==> config.mk <==
export PLATFORM = sky130hd
export DESIGN_NAME = vrc_ctrl
export DESIGN_NICKNAME = d
export VERILOG_FILES = /design/src/vrc_pkg.sv /design/src/vrc_ctrl.sv /design/src/vrc_settle_timer.sv /design/src/vrc_gain_decode.sv
export VERILOG_INCLUDE_DIRS = /design/src
export SDC_FILE = /design/constraint.sdc
export NUM_CORES = 1
export LEC_CHECK = 0
export BUFFER_PORTS_ARGS = -buffer_cell sky130_fd_sc_hd__buf_2
export CELL_PAD_IN_SITES_DETAIL_PLACEMENT = 1
export CELL_PAD_IN_SITES_GLOBAL_PLACEMENT = 2
export CORE_UTILIZATION = 33
export CTS_CLUSTER_DIAMETER = 80
export DETAILED_ROUTE_END_ITERATION = 8
export GPL_ROUTABILITY_DRIVEN = 0
export PLACE_DENSITY_LB_ADDON = 0.1
export SYNTH_ARGS = -nofsm -noshare
export SYNTH_HDL_FRONTEND = slang
export SYNTH_SLANG_ARGS = --single-unit
==> constraint.sdc <==
create_clock -name ref_clk_i -period 2.3 [get_ports ref_clk_i]
set_input_delay 0.115 -clock ref_clk_i [delete_from_list [all_inputs] [get_ports ref_clk_i]]
set_output_delay 0.115 -clock ref_clk_i [all_outputs]
set_load 0.01 [all_outputs]
==> src/vrc_consts.svh <==
`ifndef VRC_CONSTS_SVH
`define VRC_CONSTS_SVH

// ****************************************************************
// Register map
// ****************************************************************
`define VRC_ADDR_CTRL 4'h0
`define VRC_ADDR_SYSCFG 4'h4
`define VRC_CTRL_RESET 8'h00
`define VRC_SYSCFG_RESET 8'h00

// ****************************************************************
// Control register fields
// ****************************************************************
`define VRC_BIT_ENABLE 7
`define VRC_BIT_READY 6
`define VRC_BIT_TEMP_EN 5
`define VRC_BIT_TEMP_RNG 4
`define VRC_CMP_GAIN_HI 3
`define VRC_CMP_GAIN_LO 2
`define VRC_ADC_GAIN_HI 1
`define VRC_ADC_GAIN_LO 0

// ****************************************************************
// Hold-on request conditions
// ****************************************************************
`define VRC_OSC_SEL_INTERNAL 3'h4
`define VRC_FREQ_OFF_PREFIX 3'h0
`define VRC_BOR_ALWAYS 2'h3
`define VRC_BOR_NOSLEEP 2'h2
`define VRC_BOR_SOFT 2'h1

// ****************************************************************
// Timing
// ****************************************************************
`define VRC_CLK_MHZ 200
`define VRC_SETTLE_NS 20000
`define VRC_BUF_SETTLE_US 30

`endif

==> src/vrc_pkg.sv <==
package vrc_pkg;

    typedef enum logic [1:0] {
        VRC_GAIN_OFF = 2'h0,
        VRC_GAIN_X1 = 2'h1,
        VRC_GAIN_X2 = 2'h2,
        VRC_GAIN_X4 = 2'h3
    } vrc_gain_t;

    typedef enum logic {
        VRC_RANGE_LOW = 1'h0,
        VRC_RANGE_HIGH = 1'h1
    } vrc_range_t;

endpackage : vrc_pkg

==> src/vrc_ctrl.sv <==
`timescale 1ns/1ps
`include "vrc_consts.svh"

// Function
// - Writing bit 7 as one turns the reference on and as zero turns it off unless a hold-on request is active.
// - The ready flag in bit 6 rises only after the reference settle time has passed since enable.
// - Except on the standard-voltage variant, the ready flag reads zero while the reference is disabled or still settling.
// - On the standard-voltage variant the ready flag always reads one.
// - Bit 5 switches the temperature indicator on or off.
// - Bit 4 picks the high range when one and the low range when zero.
// - Bits 3 to 2 set the comparator and DAC buffer gain, code zero turning it off.
// - Bits 1 to 0 set the ADC buffer gain, code zero turning it off.
// - The two buffers take their gains independently of each other.
// - The reference is held on while the internal oscillator is selected, running and not in Sleep.
// - The reference is held on for brown-out mode 11, or modes 10 and 01 with fast start.
// - On the standard-voltage variant the regulator holds the reference on while awake with the regulator power mode input set.
// - All writable bits reset to zero on every reset.
// - A disabled temperature indicator gets no bias, so it draws no current.
module vrc_ctrl #(
    parameter int SETTLE_NS = `VRC_SETTLE_NS,
    parameter bit STD_VOLTAGE = 1'b0
) (
    input wire logic ref_clk_i,
    input wire logic rst_n_i,
    input wire logic wb_cyc_i,
    input wire logic wb_stb_i,
    input wire logic wb_we_i,
    input wire logic [3:0] wb_adr_i,
    input wire logic [3:0] wb_sel_i,
    input wire logic [31:0] wb_dat_i,
    output logic [31:0] wb_dat_o,
    output logic wb_ack_o,
    output logic wb_err_o,
    input wire logic [2:0] osc_select_i,
    input wire logic [3:0] internal_freq_select_i,
    input wire logic sleep_i,
    input wire logic [1:0] brownout_enable_mode_i,
    input wire logic brownout_fast_start_i,
    input wire logic regulator_power_mode_i,
    output logic reference_on_o,
    output logic temp_indicator_enable_o,
    output vrc_pkg::vrc_range_t temp_indicator_range_o,
    output logic cmp_buf_on_o,
    output logic [2:0] cmp_gain_sel_o,
    output logic adc_buf_on_o,
    output logic [2:0] adc_gain_sel_o,
    output logic cmp_buf_ready_o,
    output logic adc_buf_ready_o
);
    import vrc_pkg::*;

    localparam int SETTLE_CYC = (SETTLE_NS * `VRC_CLK_MHZ + 999) / 1000;
    localparam int BUF_CYC = `VRC_BUF_SETTLE_US * `VRC_CLK_MHZ;

    initial begin
        if (SETTLE_NS < 1) begin
            $error("SETTLE_NS must be positive");
        end
    end

    // ****************************************************************
    // Pin synchronisers for the system status inputs
    // ****************************************************************
    logic [11:0] sync1_q;
    logic [11:0] sync2_q;
    logic [2:0] osc_s;
    logic [3:0] freq_s;
    logic sleep_s;
    logic [1:0] bor_s;
    logic brownout_fast_start_s;
    logic vreg_s;

    always_ff @(posedge ref_clk_i or negedge rst_n_i) begin
        if (!rst_n_i) begin
            sync1_q <= 12'h000;
            sync2_q <= 12'h000;
        end else begin
            sync1_q <= {osc_select_i, internal_freq_select_i, sleep_i, brownout_enable_mode_i,
                        brownout_fast_start_i, regulator_power_mode_i};
            sync2_q <= sync1_q;
        end
    end

    assign {osc_s, freq_s, sleep_s, bor_s, brownout_fast_start_s, vreg_s} = sync2_q;

    // ****************************************************************
    // Wishbone slave: single-cycle ack, unmapped address gives err
    // ****************************************************************
    logic [7:0] ctrl_q;
    logic ack_q;
    logic err_q;
    logic [31:0] dat_q;
    logic req;
    logic hit_ctrl;
    logic hit_sys;
    logic wr_ctrl;
    logic ready_flag;
    logic ref_hold;

    assign req = wb_cyc_i && wb_stb_i && !ack_q && !err_q;
    assign hit_ctrl = (wb_adr_i == `VRC_ADDR_CTRL);
    assign hit_sys = (wb_adr_i == `VRC_ADDR_SYSCFG);
    assign wr_ctrl = req && hit_ctrl && wb_we_i && wb_sel_i[0];

    always_ff @(posedge ref_clk_i or negedge rst_n_i) begin
        if (!rst_n_i) begin
            ack_q <= 1'b0;
            err_q <= 1'b0;
        end else begin
            ack_q <= req && (hit_ctrl || hit_sys);
            err_q <= req && !(hit_ctrl || hit_sys);
        end
    end

    assign wb_ack_o = ack_q;
    assign wb_err_o = err_q;

    // Ready bit is not stored: it is masked out so a write cannot set it
    always_ff @(posedge ref_clk_i or negedge rst_n_i) begin
        if (!rst_n_i) begin
            ctrl_q <= `VRC_CTRL_RESET;
        end else if (wr_ctrl) begin
            ctrl_q <= wb_dat_i[7:0] & ~(8'h01 << `VRC_BIT_READY);
        end
    end

    always_ff @(posedge ref_clk_i or negedge rst_n_i) begin
        if (!rst_n_i) begin
            dat_q <= 32'h0000_0000;
        end else if (req && !wb_we_i && hit_ctrl) begin
            dat_q <= {24'h000000, ctrl_q[`VRC_BIT_ENABLE], ready_flag, ctrl_q[`VRC_BIT_TEMP_EN:`VRC_ADC_GAIN_LO]};
        end else if (req && !wb_we_i && hit_sys) begin
            dat_q <= {24'h000000, 7'h00, ref_hold};
        end else begin
            dat_q <= 32'h0000_0000;
        end
    end

    assign wb_dat_o = dat_q;

    // ****************************************************************
    // Reference enable and hold-on requests
    // ****************************************************************
    logic osc_need;
    logic bor_need;
    logic ldo_need;
    logic ref_run;

    assign osc_need = (osc_s == `VRC_OSC_SEL_INTERNAL) && (freq_s[3:1] != `VRC_FREQ_OFF_PREFIX)
                      && !sleep_s;
    assign bor_need = (bor_s == `VRC_BOR_ALWAYS)
                      || (((bor_s == `VRC_BOR_NOSLEEP) || (bor_s == `VRC_BOR_SOFT))
                          && brownout_fast_start_s);
    assign ldo_need = STD_VOLTAGE && vreg_s && !sleep_s;
    assign ref_hold = osc_need || bor_need || ldo_need;
    assign ref_run = ctrl_q[`VRC_BIT_ENABLE] || ref_hold;

    always_ff @(posedge ref_clk_i or negedge rst_n_i) begin
        if (!rst_n_i) begin
            reference_on_o <= 1'b0;
        end else begin
            reference_on_o <= ref_run;
        end
    end

    // ****************************************************************
    // Ready flag
    // ****************************************************************
    logic settled;

    // Timer follows the software enable; a hold-on alone does not raise the flag
    vrc_settle_timer #(
        .CYCLES(SETTLE_CYC)
    ) u_ref_timer (
        .ref_clk_i(ref_clk_i),
        .rst_n_i(rst_n_i),
        .run_i(ctrl_q[`VRC_BIT_ENABLE]),
        .done_o(settled)
    );

    assign ready_flag = STD_VOLTAGE ? 1'b1 : settled;

    // ****************************************************************
    // Temperature indicator
    // ****************************************************************
    always_ff @(posedge ref_clk_i or negedge rst_n_i) begin
        if (!rst_n_i) begin
            temp_indicator_enable_o <= 1'b0;
            temp_indicator_range_o <= VRC_RANGE_LOW;
        end else begin
            temp_indicator_enable_o <= ctrl_q[`VRC_BIT_TEMP_EN];
            temp_indicator_range_o <= vrc_range_t'(ctrl_q[`VRC_BIT_TEMP_RNG]);
        end
    end

    // ****************************************************************
    // Gain buffers
    // ****************************************************************
    vrc_gain_decode u_cmp_gain (
        .ref_clk_i(ref_clk_i),
        .rst_n_i(rst_n_i),
        .gain_i(vrc_gain_t'(ctrl_q[`VRC_CMP_GAIN_HI:`VRC_CMP_GAIN_LO])),
        .buf_on_o(cmp_buf_on_o),
        .gain_sel_o(cmp_gain_sel_o)
    );

    vrc_gain_decode u_adc_gain (
        .ref_clk_i(ref_clk_i),
        .rst_n_i(rst_n_i),
        .gain_i(vrc_gain_t'(ctrl_q[`VRC_ADC_GAIN_HI:`VRC_ADC_GAIN_LO])),
        .buf_on_o(adc_buf_on_o),
        .gain_sel_o(adc_gain_sel_o)
    );

    // Advisory only: software must still honour the buffer wait itself
    vrc_settle_timer #(
        .CYCLES(BUF_CYC)
    ) u_cmp_timer (
        .ref_clk_i(ref_clk_i),
        .rst_n_i(rst_n_i),
        .run_i(cmp_buf_on_o),
        .done_o(cmp_buf_ready_o)
    );

    vrc_settle_timer #(
        .CYCLES(BUF_CYC)
    ) u_adc_timer (
        .ref_clk_i(ref_clk_i),
        .rst_n_i(rst_n_i),
        .run_i(adc_buf_on_o),
        .done_o(adc_buf_ready_o)
    );

    // ****************************************************************
    // Checks
    // ****************************************************************
    // Own count of enabled cycles, so ready timing is not judged by the timer it checks
    int en_cyc_q;

    always_ff @(posedge ref_clk_i or negedge rst_n_i) begin
        if (!rst_n_i) begin
            en_cyc_q <= 0;
        end else if (!ctrl_q[`VRC_BIT_ENABLE]) begin
            en_cyc_q <= 0;
        end else if (en_cyc_q < SETTLE_CYC) begin
            en_cyc_q <= en_cyc_q + 1;
        end
    end

    // Expected one-hot select, written apart from the decoder under check
    function automatic logic [2:0] sel_for_code(input logic [1:0] code);
        sel_for_code = (code == 2'h0) ? 3'h0 : (3'h1 << (code - 2'h1));
    endfunction : sel_for_code

    chk_ready_needs_enable: assert property (@(posedge ref_clk_i) disable iff (!rst_n_i)
        !STD_VOLTAGE && !ctrl_q[`VRC_BIT_ENABLE] |-> !ready_flag)
        else $error("ready set while disabled");

    chk_ready_not_early: assert property (@(posedge ref_clk_i) disable iff (!rst_n_i)
        !STD_VOLTAGE && $rose(ctrl_q[`VRC_BIT_ENABLE]) |-> !ready_flag)
        else $error("ready rose at enable");

    chk_ready_timing: assert property (@(posedge ref_clk_i) disable iff (!rst_n_i)
        !STD_VOLTAGE |-> ready_flag == (ctrl_q[`VRC_BIT_ENABLE] && (en_cyc_q == SETTLE_CYC)))
        else $error("ready timing wrong");

    chk_std_ready_one: assert property (@(posedge ref_clk_i) disable iff (!rst_n_i)
        STD_VOLTAGE |-> ready_flag)
        else $error("ready low on standard variant");

    chk_enable_write: assert property (@(posedge ref_clk_i) disable iff (!rst_n_i)
        wr_ctrl |=> ctrl_q[`VRC_BIT_ENABLE] == $past(wb_dat_i[`VRC_BIT_ENABLE]))
        else $error("enable bit not written");

    chk_ref_off: assert property (@(posedge ref_clk_i) disable iff (!rst_n_i)
        !ctrl_q[`VRC_BIT_ENABLE] && !ref_hold |=> !reference_on_o)
        else $error("reference on without request");

    chk_ready_bit_ro: assert property (@(posedge ref_clk_i) disable iff (!rst_n_i)
        !ctrl_q[`VRC_BIT_READY])
        else $error("ready bit stored");

    chk_temp_follows: assert property (@(posedge ref_clk_i) disable iff (!rst_n_i)
        wr_ctrl ##1 1'b1 |=> temp_indicator_enable_o == $past(ctrl_q[`VRC_BIT_TEMP_EN]))
        else $error("indicator enable lag");

    chk_temp_off: assert property (@(posedge ref_clk_i) disable iff (!rst_n_i)
        !ctrl_q[`VRC_BIT_TEMP_EN] |=> !temp_indicator_enable_o)
        else $error("indicator biased while disabled");

    chk_range_follows: assert property (@(posedge ref_clk_i) disable iff (!rst_n_i)
        1'b1 |=> temp_indicator_range_o == vrc_range_t'($past(ctrl_q[`VRC_BIT_TEMP_RNG])))
        else $error("indicator range wrong");

    chk_bor_hold: assert property (@(posedge ref_clk_i) disable iff (!rst_n_i)
        bor_s == `VRC_BOR_ALWAYS |=> reference_on_o)
        else $error("brown-out hold missing");

    chk_bor_fast: assert property (@(posedge ref_clk_i) disable iff (!rst_n_i)
        ((bor_s == `VRC_BOR_NOSLEEP) || (bor_s == `VRC_BOR_SOFT)) && brownout_fast_start_s |=> reference_on_o)
        else $error("fast start hold missing");

    chk_osc_hold: assert property (@(posedge ref_clk_i) disable iff (!rst_n_i)
        osc_need |=> reference_on_o)
        else $error("oscillator hold missing");

    chk_ldo_hold: assert property (@(posedge ref_clk_i) disable iff (!rst_n_i)
        STD_VOLTAGE && vreg_s && !sleep_s |=> reference_on_o)
        else $error("regulator hold missing");

    chk_gain_indep: assert property (@(posedge ref_clk_i) disable iff (!rst_n_i)
        1'b1 |=> {cmp_buf_on_o, adc_buf_on_o} == {$past(ctrl_q[`VRC_CMP_GAIN_HI:`VRC_CMP_GAIN_LO]) != 2'h0,
        $past(ctrl_q[`VRC_ADC_GAIN_HI:`VRC_ADC_GAIN_LO]) != 2'h0})
        else $error("buffer on state wrong");

    chk_cmp_gain_sel: assert property (@(posedge ref_clk_i) disable iff (!rst_n_i)
        1'b1 |=> cmp_gain_sel_o == sel_for_code($past(ctrl_q[`VRC_CMP_GAIN_HI:`VRC_CMP_GAIN_LO])))
        else $error("comparator gain select wrong");

    chk_adc_gain_sel: assert property (@(posedge ref_clk_i) disable iff (!rst_n_i)
        1'b1 |=> adc_gain_sel_o == sel_for_code($past(ctrl_q[`VRC_ADC_GAIN_HI:`VRC_ADC_GAIN_LO])))
        else $error("adc gain select wrong");

    chk_ack_one: assert property (@(posedge ref_clk_i) disable iff (!rst_n_i)
        wb_ack_o |=> !wb_ack_o)
        else $error("ack held two cycles");

    chk_ack_given: assert property (@(posedge ref_clk_i) disable iff (!rst_n_i)
        req && (hit_ctrl || hit_sys) |=> wb_ack_o && !wb_err_o)
        else $error("mapped access not acknowledged");

    chk_err_unmapped: assert property (@(posedge ref_clk_i) disable iff (!rst_n_i)
        req && !(hit_ctrl || hit_sys) |=> wb_err_o && !wb_ack_o)
        else $error("unmapped access not refused");

    chk_status_ro: assert property (@(posedge ref_clk_i) disable iff (!rst_n_i)
        req && hit_sys && wb_we_i |=> $stable(ctrl_q))
        else $error("status write changed control");

    chk_sel_gate: assert property (@(posedge ref_clk_i) disable iff (!rst_n_i)
        req && hit_ctrl && wb_we_i && !wb_sel_i[0] |=> $stable(ctrl_q))
        else $error("unselected write changed control");

    chk_rdat_idle: assert property (@(posedge ref_clk_i) disable iff (!rst_n_i)
        !wb_ack_o |-> wb_dat_o == 32'h0000_0000)
        else $error("read data outside ack");

    cov_write: cover property (@(posedge ref_clk_i) disable iff (!rst_n_i) wr_ctrl);
    cov_ready: cover property (@(posedge ref_clk_i) disable iff (!rst_n_i) $rose(ready_flag));
    cov_hold: cover property (@(posedge ref_clk_i) disable iff (!rst_n_i) ref_hold);
    cov_unmapped: cover property (@(posedge ref_clk_i) disable iff (!rst_n_i) wb_err_o);
    cov_buf_ready: cover property (@(posedge ref_clk_i) disable iff (!rst_n_i) cmp_buf_ready_o && adc_buf_ready_o);

endmodule : vrc_ctrl

==> src/vrc_settle_timer.sv <==
`timescale 1ns/1ps
`include "vrc_consts.svh"

// ****************************************************************
// Restartable settle timer: done rises CYCLES edges after start
// ****************************************************************
module vrc_settle_timer #(
    parameter int CYCLES = 16
) (
    input wire logic ref_clk_i,
    input wire logic rst_n_i,
    input wire logic run_i,
    output logic done_o
);
    localparam int W = $clog2(CYCLES + 1);
    logic [W-1:0] cnt_q;

    initial begin
        if (CYCLES < 1) begin
            $error("CYCLES must be at least one");
        end
    end

    // Drop of run restarts the count, so a re-enable waits in full
    always_ff @(posedge ref_clk_i or negedge rst_n_i) begin
        if (!rst_n_i) begin
            cnt_q <= '0;
        end else if (!run_i) begin
            cnt_q <= '0;
        end else if (cnt_q != W'(CYCLES)) begin
            cnt_q <= cnt_q + W'(1);
        end
    end

    assign done_o = run_i && (cnt_q == W'(CYCLES));

endmodule : vrc_settle_timer

==> src/vrc_gain_decode.sv <==
`timescale 1ns/1ps
`include "vrc_consts.svh"

// ****************************************************************
// Buffer gain decode to one-hot analog selects
// ****************************************************************
module vrc_gain_decode (
    input wire logic ref_clk_i,
    input wire logic rst_n_i,
    input wire vrc_pkg::vrc_gain_t gain_i,
    output logic buf_on_o,
    output logic [2:0] gain_sel_o
);
    import vrc_pkg::*;

    function automatic logic [2:0] gain_onehot(input vrc_gain_t g);
        unique case (g)
            VRC_GAIN_OFF: gain_onehot = 3'h0;
            VRC_GAIN_X1: gain_onehot = 3'h1;
            VRC_GAIN_X2: gain_onehot = 3'h2;
            VRC_GAIN_X4: gain_onehot = 3'h4;
        endcase
    endfunction : gain_onehot

    always_ff @(posedge ref_clk_i or negedge rst_n_i) begin
        if (!rst_n_i) begin
            gain_sel_o <= 3'h0;
            buf_on_o <= 1'b0;
        end else begin
            gain_sel_o <= gain_onehot(gain_i);
            buf_on_o <= (gain_i != VRC_GAIN_OFF);
        end
    end

endmodule : vrc_gain_decode

Word level (Yosys, flattened, before mapping)
Cells that the tools add are included.

Reduce and logical (&&, ||, !) cells: 33. $add $sub $neg: 3. Muxes and demuxes: 10. Eq/ne operators: 20.

Operators by type and width (count): 13-bit 2-to-1 mux (4); 32-bit 2-to-1 mux (1); 13-bit by 1-bit adder with 13-bit output, second input constant (2); 13-bit == test, second input constant (2); 13-bit inequality test, second input constant (2); 12-bit 2-to-1 mux (2); 3-bit one-hot mux with 4 select lines (2); 1-bit logical AND (17); 12-bit by 1-bit adder with 12-bit output, second input constant (1); 12-bit == test, second input constant (1); 2-bit == test, second input constant (6); 12-bit inequality test, second input constant (1); 2-bit by 1-bit == test with 1-bit output, second input constant (3); 2-bit by 1-bit inequality test with 1-bit output, second input constant (3); 1-bit zero test (5); 1-bit logical OR (5); 4-bit by 3-bit == test with 1-bit output, second input constant (1); 2-bit zero test (2); 4-bit zero test (1); 2-bit nonzero test (2); 3-bit == test, second input constant (1); 3-bit nonzero test (1); 1-bit 2-to-1 mux (1).

Word-level logic and storage cells: 82. Register bits after elaboration: 114. Input port bits: 57. Output and inout bits: 47.

Depth between registers and ports, before layout
Gate-level depths: netlist of the first run.

Word-level depth: 7. Mapped depth: 5. Depth with buffers taken out: 5.

By module
Synthesis of the first run repeated with hierarchy kept, for this count alone.

Cell total of the unflattened synthesis: 323. Area, all modules: 3742.3 µm².

By module, submodules not included: vrc_ctrl (seq. area each 1001.0 µm², times used 1, area an instance 1430.1 µm², cells each 94); vrc_settle_timer (u_adc_timer ...) (seq. area each 325.3 µm², times used 2, area an instance 699.4 µm², cells each 72); vrc_settle_timer (u_ref_timer) (seq. area each 300.3 µm², times used 1, area an instance 655.6 µm², cells each 69); vrc_gain_decode (seq. area each 100.1 µm², times used 2, area an instance 128.9 µm², cells each 8).

Worst setup path after synthesis of the first run
No wires, ideal clock.

Kind: reg-to-output. Start point: register u_cmp_timer.cnt_q[0]. End point: output cmp_buf_ready_o. Buffers on the path: 0. Data required time: 2.185 ns. Cell stages (with the launch flop): 6. Arrival time: 1.619 ns. Setup slack: 0.566 ns. Cells stage by stage: dfrtp_1 inv_1 ha_1 or4b_4 nor4_4 and2_2.

Longest elaborated chain between the ends: 2.

RTL lines: start: declaration (line vrc_settle_timer.sv:16) `logic [W-1:0] cnt_q;`; start signal: assignment (line vrc_settle_timer.sv:31) `cnt_q <= cnt_q + W'(1);`; 13-bit == test (line vrc_settle_timer.sv:35) `assign done_o = run_i && (cnt_q == W'(CYCLES));`; 1-bit logical AND (line vrc_settle_timer.sv:35); end: declaration (line vrc_ctrl.sv:47) `output logic cmp_buf_ready_o,`.

Every way passes these cells.

Worst setup path in the final report of the first run
Same ends and word-level chain as after synthesis.

==> impl_metrics.json, run 1 <==
{
  "finalClockSkew_ns": 0.00485,
  "drt_iter0_markers": 62,
  "synthDistinctLibCells": 41,
  "tns_ns": 0,
  "clock.fmax_mhz": 462,
  "vias": 2554,
  "critical_path.max_stage_delay_ns": 0.47,
  "maxCapViolations": 0,
  "drt_first_pass_iters": 6,
  "dieHeight_um": 108,
  "required_ns": 2.18,
  "ios": 104,
  "yosys.area.top_type": "dfrtp_1",
  "placement_rows": 38,
  "portBuffers": 49,
  "finalHoldViolations": 0,
  "grt_start_max_net_pins": 53,
  "ys_top_cells_by_count": "86 x dfrtp_1, 30 x nand2_1, 24 x buf_4",
  "clock_sinks": 86,
  "yosys-top-cells-area": "dfrtp_1 58%, buf_4 4.8%, nand2_1 3.0%",
  "dr_wl_met3_um": 330,
  "post-dp-hpwl_um": 5420,
  "irDropWorstVdd_mv": 0.401,
  "nFillCells": 1241,
  "critical-path-top-delay-family": "simple AND/OR/NAND/NOR gates",
  "die_area_um2": 11700,
  "ys_warn_count": 0,
  "cts_root_buf": "clkbuf_16",
  "hp-class": "input port to flop",
  "synth_most_common_cell": "dfrtp_1",
  "synth_top_cell_area_share_pct": 57.7,
  "ys.flop_type": "dfrtp_1",
  "path_class": "flop to primary output",
  "synthArstFlopShare_pct": 100,
  "wl_met1_um": 3710,
  "clkLatencyLatePin_ns": 0.34,
  "grt_pass1_wl_um": 13200,
  "fin_cells": 544,
  "fp.dieW_um": 108,
  "slew_headroom_pct": 64.2,
  "dr_wl_met2_um": 3620,
  "syn_area_per_cell_um2": 11.4,
  "final-setup-viol-count": 0,
  "cp.arrival_ns": 2.05,
  "critPathMaxFanout": 5,
  "synthCells": 326,
  "initial_core_util_pct": 34.1,
  "finalWirelength_um": 7760,
  "crit_path_end_kind": "primary output",
  "syn_area_um2": 3730,
  "grt_usage_pct": 14.9,
  "p_leak_nw": 1.99,
  "drive_gt1_share_pct": 21.5,
  "drtAntennaViolNets": 0,
  "slowest_stage": "or4b_4",
  "startpoint_type": "flop",
  "nNetsFinal": 463,
  "cts_inserted_buffers": 9,
  "core_area_um2": 10900,
  "dp.cells": 513,
  "drc": 0,
  "diodes": 0,
  "seqCellArea_um2": 2150,
  "status": "finished clean",
  "synth_edf_count": 0,
  "crit_chain": "inv_1 > ha_1 > or4b_4 > nor4_4 > and2_2 > buf_2",
  "final.min_clock_period_ns": 2.16,
  "vias_per_cell": 4.69,
  "h-tree-depth": 3,
  "multi_input_area_um2": 1400,
  "power.density_nw_per_um2": 720,
  "clockBufferDepth": 2,
  "wl_per_cell_um": 14.3,
  "grt_setup_unrepaired": "no",
  "yosysSeqAreaShare_pct": 57.7,
  "dr.max_layer_used": "met4",
  "syn_to_final_growth_pct": 21.3,
  "slew_violations": 0,
  "cp_num_buf_inv": 2,
  "antenna_found_initial": 0,
  "synth_seq_cells": 86,
  "overflow": 0,
  "grt_pass1_vias": 2649,
  "cts_tree": "yes",
  "worst_pin_slew_ns": 0.532,
  "finalCritPeriodShare_pct": 94.0,
  "cts.clk_slew.worst_paths_ns": 0.06
}
[state kept, by name, summed over array words and instances, names as in the netlist]
| signal | cells |
|---|---|
| reference_on_o | 1 |
| wb_ack_o | 1 |
| temp_indicator_enable_o | 1 |
| u_ref_timer.cnt_q | 12 |
| temp_indicator_range_o | 1 |
| u_cmp_gain.buf_on_o | 1 |
| wb_err_o | 1 |
| u_cmp_gain.gain_sel_o | 3 |
| u_adc_gain.buf_on_o | 1 |
| sync1_q | 10 |
| ctrl_q | 7 |
| u_adc_timer.cnt_q | 13 |
| u_adc_gain.gain_sel_o | 3 |
| wb_dat_o | 8 |
| sync2_q | 10 |
| u_cmp_timer.cnt_q | 13 |
[layout make-up]
| cell class | instances | area share [%] |
|---|---|---|
| sequential | 86 | 47.6 |
| multi-input combinational | 217 | 31.0 |
| timing repair buffer | 68 | 9.68 |
| clock buffer | 11 | 5.14 |
| tap | 140 | 3.87 |
| inverter | 17 | 1.41 |
| clock inverter | 5 | 1.33 |
[layer usage]
layer  vias to the layer above  global-route usage, %
li1                       1235                      -
met1                      1257                   19.7
met2                        53                   23.0
met3                         9                   5.00
met4                         0                   4.63
met5                         -                      0
[placed cells by master (no fill, tap or decap), drive strengths merged, types with 2 or more instances in the layout]
master,Yosys,routed
a21oi,18,18
and2,9,9
buf,26,54
clkbuf,3,11
clkinv,0,3
conb,1,24
dfrtp,86,86
dlygate4sd3,0,14
ha,7,7
inv,17,17
mux2,7,7
mux2i,11,11
nand2,30,30
nand2b,4,4
nand3,12,12
nand3b,5,5
nand4,6,6
nand4bb,3,3
nor2,8,8
nor2b,5,5
nor4,10,10
o21ai,12,12
o31ai,8,8
or2,2,2
or3,13,13
or4,8,8
xnor2,2,2
xor2,4,4
[through the flow]
stage                     hold WS (ns)  setup slack (ns)  power, W  utilization (%)  cell area, µm²
after floorplan                 -0.181             0.566   0.00176                -            3820
after global placement           0.118             0.334   0.00183             37.3            4070
after detailed placement         0.119             0.310   0.00184             37.3            4070
after CTS                      0.00532           0.00708   0.00332             41.3            4510
after global routing          0.000618            0.0144   0.00340             41.4            4520
final                           0.0162             0.137   0.00326             41.4            4520
[cell families (layout without fill, tap and decap cells)]
logic type      Yosys count  count (layout)  synth area share [%]
simple gates            121             121                  19.9
flops                    86              86                  57.7
buf+inv                  46             101                  7.28
compound gates           41              41                  6.24
mux                      18              18                  5.07
fa+ha+maj                 7               7                  2.35
xor+xnor                  6               6                  1.41
other cells               1              24                 0.101
[where the power goes]
| group | internal (W) | switching [W] | total [W] |
|---|---|---|---|
| registers | 0.00156 | 0.0000497 | 0.00161 |
| clock network | 0.000844 | 0.000593 | 0.00144 |
| logic | 0.0000869 | 0.000122 | 0.000209 |
[worst paths after layout]
kind | from | to | slack, ns | cells past startpoint
max | u_cmp_timer.cnt_q[0] | cmp_buf_ready_o | 0.14 | 6
min | wb_dat_i[3] | ctrl_q[3] | 0.02 | 2
max reg2reg | u_cmp_timer.cnt_q[0] | u_cmp_timer.cnt_q[0] | 0.44 | 6
min reg2reg | sync1_q[8] | sync2_q[8] | 0.35 | 0
max in group asynchronous | rst_n_i | sync2_q[11] | 1.38 | 3
min in group asynchronous | rst_n_i | u_cmp_timer.cnt_q[11] | 0.28 | 2
[repair_timing]
action,4_1_cts,5_1_grt
hold buffers,14,0
setup buffers,1,0
hold endpoints to repair,47,0
resized for setup,0,2
endpoints found under the setup margin,1,2
pin swaps,1,1
(Power assumes the default switching activity.)
==> run 2, diff against run 1 <==
--- a/config.mk
+++ b/config.mk
@@ -6,10 +6,11 @@
 export SDC_FILE = /design/constraint.sdc
 export NUM_CORES = 1
 export LEC_CHECK = 0
+export ABC_AREA = 1
 export BUFFER_PORTS_ARGS = -buffer_cell sky130_fd_sc_hd__buf_2
 export CELL_PAD_IN_SITES_DETAIL_PLACEMENT = 1
 export CELL_PAD_IN_SITES_GLOBAL_PLACEMENT = 2
-export CORE_UTILIZATION = 33
+export CORE_UTILIZATION = 25
 export CTS_CLUSTER_DIAMETER = 80
 export DETAILED_ROUTE_END_ITERATION = 8
 export GPL_ROUTABILITY_DRIVEN = 0
==> run 2 against run 1 <==
Routed wire length increased by 24%. Sequential cell count unchanged. Register-to-register slack improved by 0.46 ns. Critical path depth increased by 1.
==> impl_metrics.json, run 2 <==
{
  "status": "finished clean",
  "synthDistinctLibCells": 28,
  "syn_area_per_cell_um2": 8.41,
  "vias": 3229,
  "top_regs": "u_adc_timer.cnt_q: 13 flops, u_cmp_timer.cnt_q: 13 flops, u_ref_timer.cnt_q: 12 flops",
  "yosys-top-cells-area": "dfrtp_1 53%, nand2_1 9.3%, nor2_1 6.6%",
  "slew_headroom_pct": 59.6,
  "synth_seq_cells": 86,
  "grt_pass1_wl_um": 16400,
  "clockBufferDepth": 2,
  "cts-resized-gates": 0,
  "drt_iter0_markers": 136,
  "cts_inserted_buffers": 9,
  "final_common_cell": "nand2_1",
  "drt_first_pass_iters": 4,
  "drive_gt1_share_pct": 17.2,
  "final.min_clock_period_ns": 1.74,
  "path_class": "flop to primary output",
  "critPathMaxFanout": 4,
  "portBuffers": 49,
  "maxCapViolations": 0,
  "diodes": 0,
  "crit_chain": "inv_1 > ha_1 > nand2_1 > nor3_1 > nand3_1 > nor2_1 > buf_2",
  "synth_compound_area_share_pct": 3.65,
  "ys.flop_type": "dfrtp_1",
  "synthCells": 485,
  "h-tree-depth": 3,
  "critical_path.max_stage_delay_ns": 0.44,
  "clock.fmax_mhz": 575,
  "post_cts.repair.setup_buffers": 0,
  "initial_core_util_pct": 25.7,
  "slowest_stage": "dfrtp_1",
  "ys_warn_count": 0,
  "vias_per_cell": 4.15,
  "use_met1_pct": 16.0,
  "synth_top_cell_area_share_pct": 52.8,
  "finalClockSkew_ns": 0.00889,
  "crit_path_end_kind": "primary output",
  "final-setup-viol-count": 0,
  "tns_ns": 0,
  "synthArstFlopShare_pct": 100,
  "cts.clk_slew.worst_paths_ns": 0.07,
  "power.density_nw_per_um2": 674,
  "finalCritPeriodShare_pct": 75.6,
  "slew_violations": 0,
  "ios": 104,
  "hp-class": "input port to flop",
  "synthMuxAreaShare_pct": 0,
  "required_ns": 2.18,
  "placement_rows": 46,
  "overflow": 0,
  "p_leak_nw": 2.43,
  "drc": 0,
  "dieHeight_um": 130,
  "finalHoldViolations": 0,
  "yosys.area_share.adder_pct": 2.15,
  "cts_root_buf": "clkbuf_16",
  "irDropWorstVdd_mv": 0.358,
  "syn_area_um2": 4080,
  "cp.arrival_ns": 1.62,
  "ys_top_cells_by_count": "101 x nand2_1, 86 x dfrtp_1, 72 x nor2_1",
  "finalWirelength_um": 9630,
  "startpoint_type": "flop",
  "antenna_found_initial": 0,
  "yosysSeqAreaShare_pct": 52.8,
  "cts_tree": "yes",
  "grt_usage_pct": 12.8,
  "worst_pin_slew_ns": 0.606,
  "met3_usage_pct": 3.32,
  "clock_sinks": 86,
  "yosys.area.top_type": "dfrtp_1",
  "die_area_um2": 16800,
  "top_usage_layer": "met2",
  "fp.dieW_um": 130,
  "core_area_um2": 15900,
  "clkLatencyLatePin_ns": 0.34,
  "yosys.area_share.simple_pct": 29.4,
  "grt_setup_unrepaired": "no",
  "final_cell_mix": "101 x nand2_1, 86 x dfrtp_1, 72 x nor2_1",
  "nNetsFinal": 622,
  "grt_start_max_net_pins": 45,
  "synth_top_family_by_area": "simple AND/OR/NAND/NOR gates",
  "synth_edf_count": 0,
  "syn_to_final_growth_pct": 22.0,
  "synth-xor-area-share_pct": 0.644,
  "post-dp-hpwl_um": 6940,
  "grt_util_met2_pct": 21.3,
  "grt_pass1_vias": 3325,
  "whs_ns": 0.0172,
  "wl_per_cell_um": 12.4,
  "synth_most_common_cell": "nand2_1",
  "drtAntennaViolNets": 0
}
-- run 2: changes by cell type in the layout (fill, tap and decap cells not counted), moves of 7 or more --
cell and delta:
and2_1 -8, nor2_1 +64, nand3_1 +32, o31ai_1 -8, or3_1 -12, mux2_2 -7
nand2_1 +71, inv_2 +7, nor3_1 +16, inv_1 +43, mux2i_1 -11, or4_1 -8
-- run 2: report_power, final --
part,switching (W),total [W],internal [W]
sequential,0.0000338,0.00160,0.00156
clock,0.000634,0.00151,0.000877
combinational,0.000156,0.000246,0.0000901
total,0.000824,0.00335,0.00253
-- run 2: final timing paths --
| kind | start | slack, ns | endpoint | cells after the start |
|---|---|---|---|---|
| setup / recovery | u_cmp_timer.cnt_q[0] | 0.56 | cmp_buf_ready_o | 7 |
| hold / removal | wb_adr_i[3] | 0.02 | wb_err_o | 3 |
| setup reg to reg | wb_ack_o | 0.90 | wb_dat_o[2] | 5 |
| hold reg to reg | sync1_q[4] | 0.35 | sync2_q[4] | 0 |
| max in group asynchronous | rst_n_i | 1.33 | u_ref_timer.cnt_q[6] | 3 |
| min in group asynchronous | rst_n_i | 0.32 | u_adc_timer.cnt_q[11] | 2 |
-- run 2: routing by layer --
layer,up-vias,part of all wire (%)
met4,0,1.4
met1,1561,46
met2,51,49
met5,-,0
li1,1609,-
met3,8,3.5
-- run 2: cell families after synthesis --
| group | Yosys count |
|---|---|
| xor+xnor | 3 |
| other cells | 1 |
| fa+ha+maj | 7 |
| buf+inv | 96 |
| flops | 86 |
| simple gates | 263 |
| compound gates | 29 |
-- run 2: area by class of cell --
class	count	area (µm²)
Inverter	67	251
Tap cell	216	270
Fill cell	1950	10900
Multi-Input combinational cell	326	1550
Clock buffer	10	239
Clock inverter	6	68.8
Timing Repair Buffer	68	443
Sequential cell	86	2150
-- run 2: critical path, delay by kind of cell, from the launching register on --
family / cells / cell delay [ns]
flip-flops: 1 / 0.44
AND/OR/NAND/NOR: 4 / 0.41
buffers and inverters: 2 / 0.24
adder cells (fa/ha/maj): 1 / 0.20
-- run 2: metrics by stage --
| step | utilization, % | setup WS (ns) | cells | power (W) | cell area (µm²) |
|---|---|---|---|---|---|
| after CTS | 31.3 | 0.506 | 779 | 0.00344 | 4980 |
| after global placement | 28.4 | 0.908 | 747 | 0.00185 | 4510 |
| after global routing | 31.3 | 0.423 | 779 | 0.00352 | 4980 |
| after floorplan | - | 1.12 | 508 | 0.00177 | 4170 |
| final | 31.3 | 0.561 | 779 | 0.00335 | 4980 |
| after detailed placement | 28.4 | 0.902 | 747 | 0.00186 | 4510 |
-- run 2: repair_timing --
item,in CTS,in global routing
hold buffers,16,0
endpoints found under the setup margin,0,0
hold endpoints to repair,58,0
==> run 3, diff against run 2 <==
--- a/config.mk
+++ b/config.mk
@@ -6,7 +6,7 @@
 export SDC_FILE = /design/constraint.sdc
 export NUM_CORES = 1
 export LEC_CHECK = 0
-export ABC_AREA = 1
+export ABC_AREA = 0
 export BUFFER_PORTS_ARGS = -buffer_cell sky130_fd_sc_hd__buf_2
 export CELL_PAD_IN_SITES_DETAIL_PLACEMENT = 1
 export CELL_PAD_IN_SITES_GLOBAL_PLACEMENT = 2
==> constraint.sdc (replaced) <==
create_clock -name ref_clk_i -period 1.42 [get_ports ref_clk_i]
set_input_delay 0.071 -clock ref_clk_i [delete_from_list [all_inputs] [get_ports ref_clk_i]]
set_output_delay 0.071 -clock ref_clk_i [all_outputs]
set_load 0.01 [all_outputs]
==> run 3 against run 2 <==
The run now ends with negative setup slack left. Sequential cell count unchanged. Critical path depth shrank 1. Hold slack worse by 0.0089 ns. Routed wire length decreased by 4.5%. Via count fell by 12%. Sequential power rose by 62%. Register-to-register slack worse by 1.2 ns. Cell area rose by 10%. Non-clock buffer count is 63 higher. Clock-buffer cell count decreased by 1. Global-route usage rose by 0.41 points. Worst setup slack got worse by 1.0 ns. Largest cell class unchanged. Highest routed layer unchanged.
==> impl_metrics.json, run 3 (synthesized netlist as in run 1, its figures left out) <==
{
  "status": "finished with violations",
  "failed_checks": "negative setup slack",
  "overflow": 0,
  "fp.dieW_um": 124,
  "clock_sinks": 86,
  "clock.fmax_mhz": 525,
  "diodes": 0,
  "drt_iter0_markers": 54,
  "setup_slack_ns": -0.486,
  "fin_cells": 651,
  "finalWirelength_um": 9200,
  "finalClockSkew_ns": 0.00558,
  "dp.cells": 602,
  "required_ns": 1.35,
  "p_leak_nw": 2.41,
  "tns_ns": -3.26,
  "cts_inserted_buffers": 9,
  "clkLatencyLatePin_ns": 0.35,
  "grt_start_max_net_pins": 30,
  "critPathMaxFanout": 2,
  "drc": 0,
  "grt_setup_unrepaired": "yes",
  "startpoint_type": "flop",
  "maxCapViolations": 0,
  "grt_usage_pct": 13.2,
  "nNetsFinal": 526,
  "slew_headroom_pct": 66.3,
  "cts_root_buf": "clkbuf_16",
  "syn_to_final_growth_pct": 47.0,
  "grt_pass1_wl_um": 15200,
  "portBuffers": 49,
  "initial_core_util_pct": 25.7,
  "h-tree-depth": 3,
  "core_area_um2": 14500,
  "clockBufferDepth": 2,
  "top_regs": "u_adc_timer.cnt_q: 13 flops, u_cmp_timer.cnt_q: 13 flops, u_ref_timer.cnt_q: 12 flops",
  "slew_violations": 0,
  "wl_per_cell_um": 14.1,
  "cp.arrival_ns": 1.83,
  "placement_rows": 44,
  "drt_first_pass_iters": 4,
  "worst_pin_slew_ns": 0.506,
  "drtAntennaViolNets": 0,
  "vias": 2834,
  "cts.clk_slew.worst_paths_ns": 0.07,
  "ios": 104,
  "vias_per_cell": 4.35,
  "final-setup-viol-count": 23,
  "finalHoldViolations": 0,
  "die_area_um2": 15400,
  "grt_pass1_vias": 2970,
  "antenna_found_initial": 0,
  "drive_gt1_share_pct": 42.6,
  "power.density_nw_per_um2": 1000,
  "hp-class": "input port to flop",
  "finalCritPeriodShare_pct": 134,
  "path_class": "flop to primary output",
  "final_common_cell": "dfrtp_1",
  "post-dp-hpwl_um": 6290,
  "dieHeight_um": 124,
  "crit_path_end_kind": "primary output",
  "final_cell_mix": "84 x dfrtp_1, 49 x buf_4, 47 x buf_2",
  "irDropWorstVdd_mv": 0.522,
  "final.min_clock_period_ns": 1.91,
  "cts_tree": "yes"
}
==> run 3: cell types whose count changed in the layout (fill, tap and decap cells not counted), moves of 17 or more <==
cell / previous run / this run
inv_1: 60 / 14
nand2_1: 101 / 29
nand3_1: 44 / 7
nor3_1: 17 / 0
nor2_1: 72 / 8
buf_4: 3 / 49
==> run 3: layout make-up <==
cell class | instances | area, µm²
multi-input combinational | 217 | 1740
timing repair buffer | 131 | 992
clock buffer | 9 | 225
clock inverter | 7 | 75.1
fill | 1626 | 9050
sequential | 86 | 2150
tap | 184 | 230
inverter | 17 | 63.8
==> run 3: metal layers <==
layer  track usage, %  vias up  wire length (µm)
met5                0        -                 0
met4             6.47        0               187
met3             2.84       14               325
met2             21.0       52              4450
met1             16.8     1400              4240
li1                 -     1368                 -
==> run 3: power breakdown <==
| part | leakage (nW) | internal [W] | switching [W] |
|---|---|---|---|
| sequential | 1.14 | 0.00253 | 0.0000633 |
| combinational | 1.12 | 0.000258 | 0.000273 |
| clock | 0.145 | 0.00125 | 0.00113 |
| total | 2.41 | 0.00404 | 0.00147 |
==> run 3: per-stage QoR <==
stage	worst slack (ns)	util [%]	hold WS (ns)	total power [W]	cell area (µm²)
after floorplan	-0.198	-	-0.225	0.00285	3850
after global placement	-0.159	31.0	0.0416	0.00305	4510
after detailed placement	-0.237	31.0	0.0323	0.00306	4510
after CTS	-0.511	36.0	0.00151	0.00559	5240
after global routing	-0.582	37.7	0.0181	0.00578	5480
final	-0.486	37.7	0.00830	0.00551	5480
==> run 3: path summary, 6_finish.rpt <==
path                                           start                   end  slack (ns)  cells past startpoint
worst max-delay path            u_cmp_timer.cnt_q[0]       cmp_buf_ready_o       -0.49                      6
worst min-delay path                     wb_adr_i[2]           wb_dat_o[7]       0.008                      2
worst max register to register  u_adc_timer.cnt_q[0]  u_adc_timer.cnt_q[0]       -0.27                      7
worst min register to register           sync1_q[10]           sync2_q[10]        0.35                      0
max in group asynchronous                    rst_n_i  u_adc_timer.cnt_q[1]        0.70                      3
min in group asynchronous                    rst_n_i  u_cmp_timer.cnt_q[0]        0.20                      2
==> run 3: critical path, stage by stage, from the launching register on <==
cell	delay, ns
dfrtp_1	0.39
inv_2	0.06
ha_1	0.13
or4b_4	0.46
nor4_4	0.15
and2_2	0.17
buf_2	0.12
==> run 3: repair_timing <==
item                                    4_1_cts  5_1_grt
endpoints found under the hold margin        62        0
pin swaps                                    18       21
endpoints found under the setup margin       37       41
hold buffers                                 18        0
buffers inserted                             13        6
resized for setup                            38       48
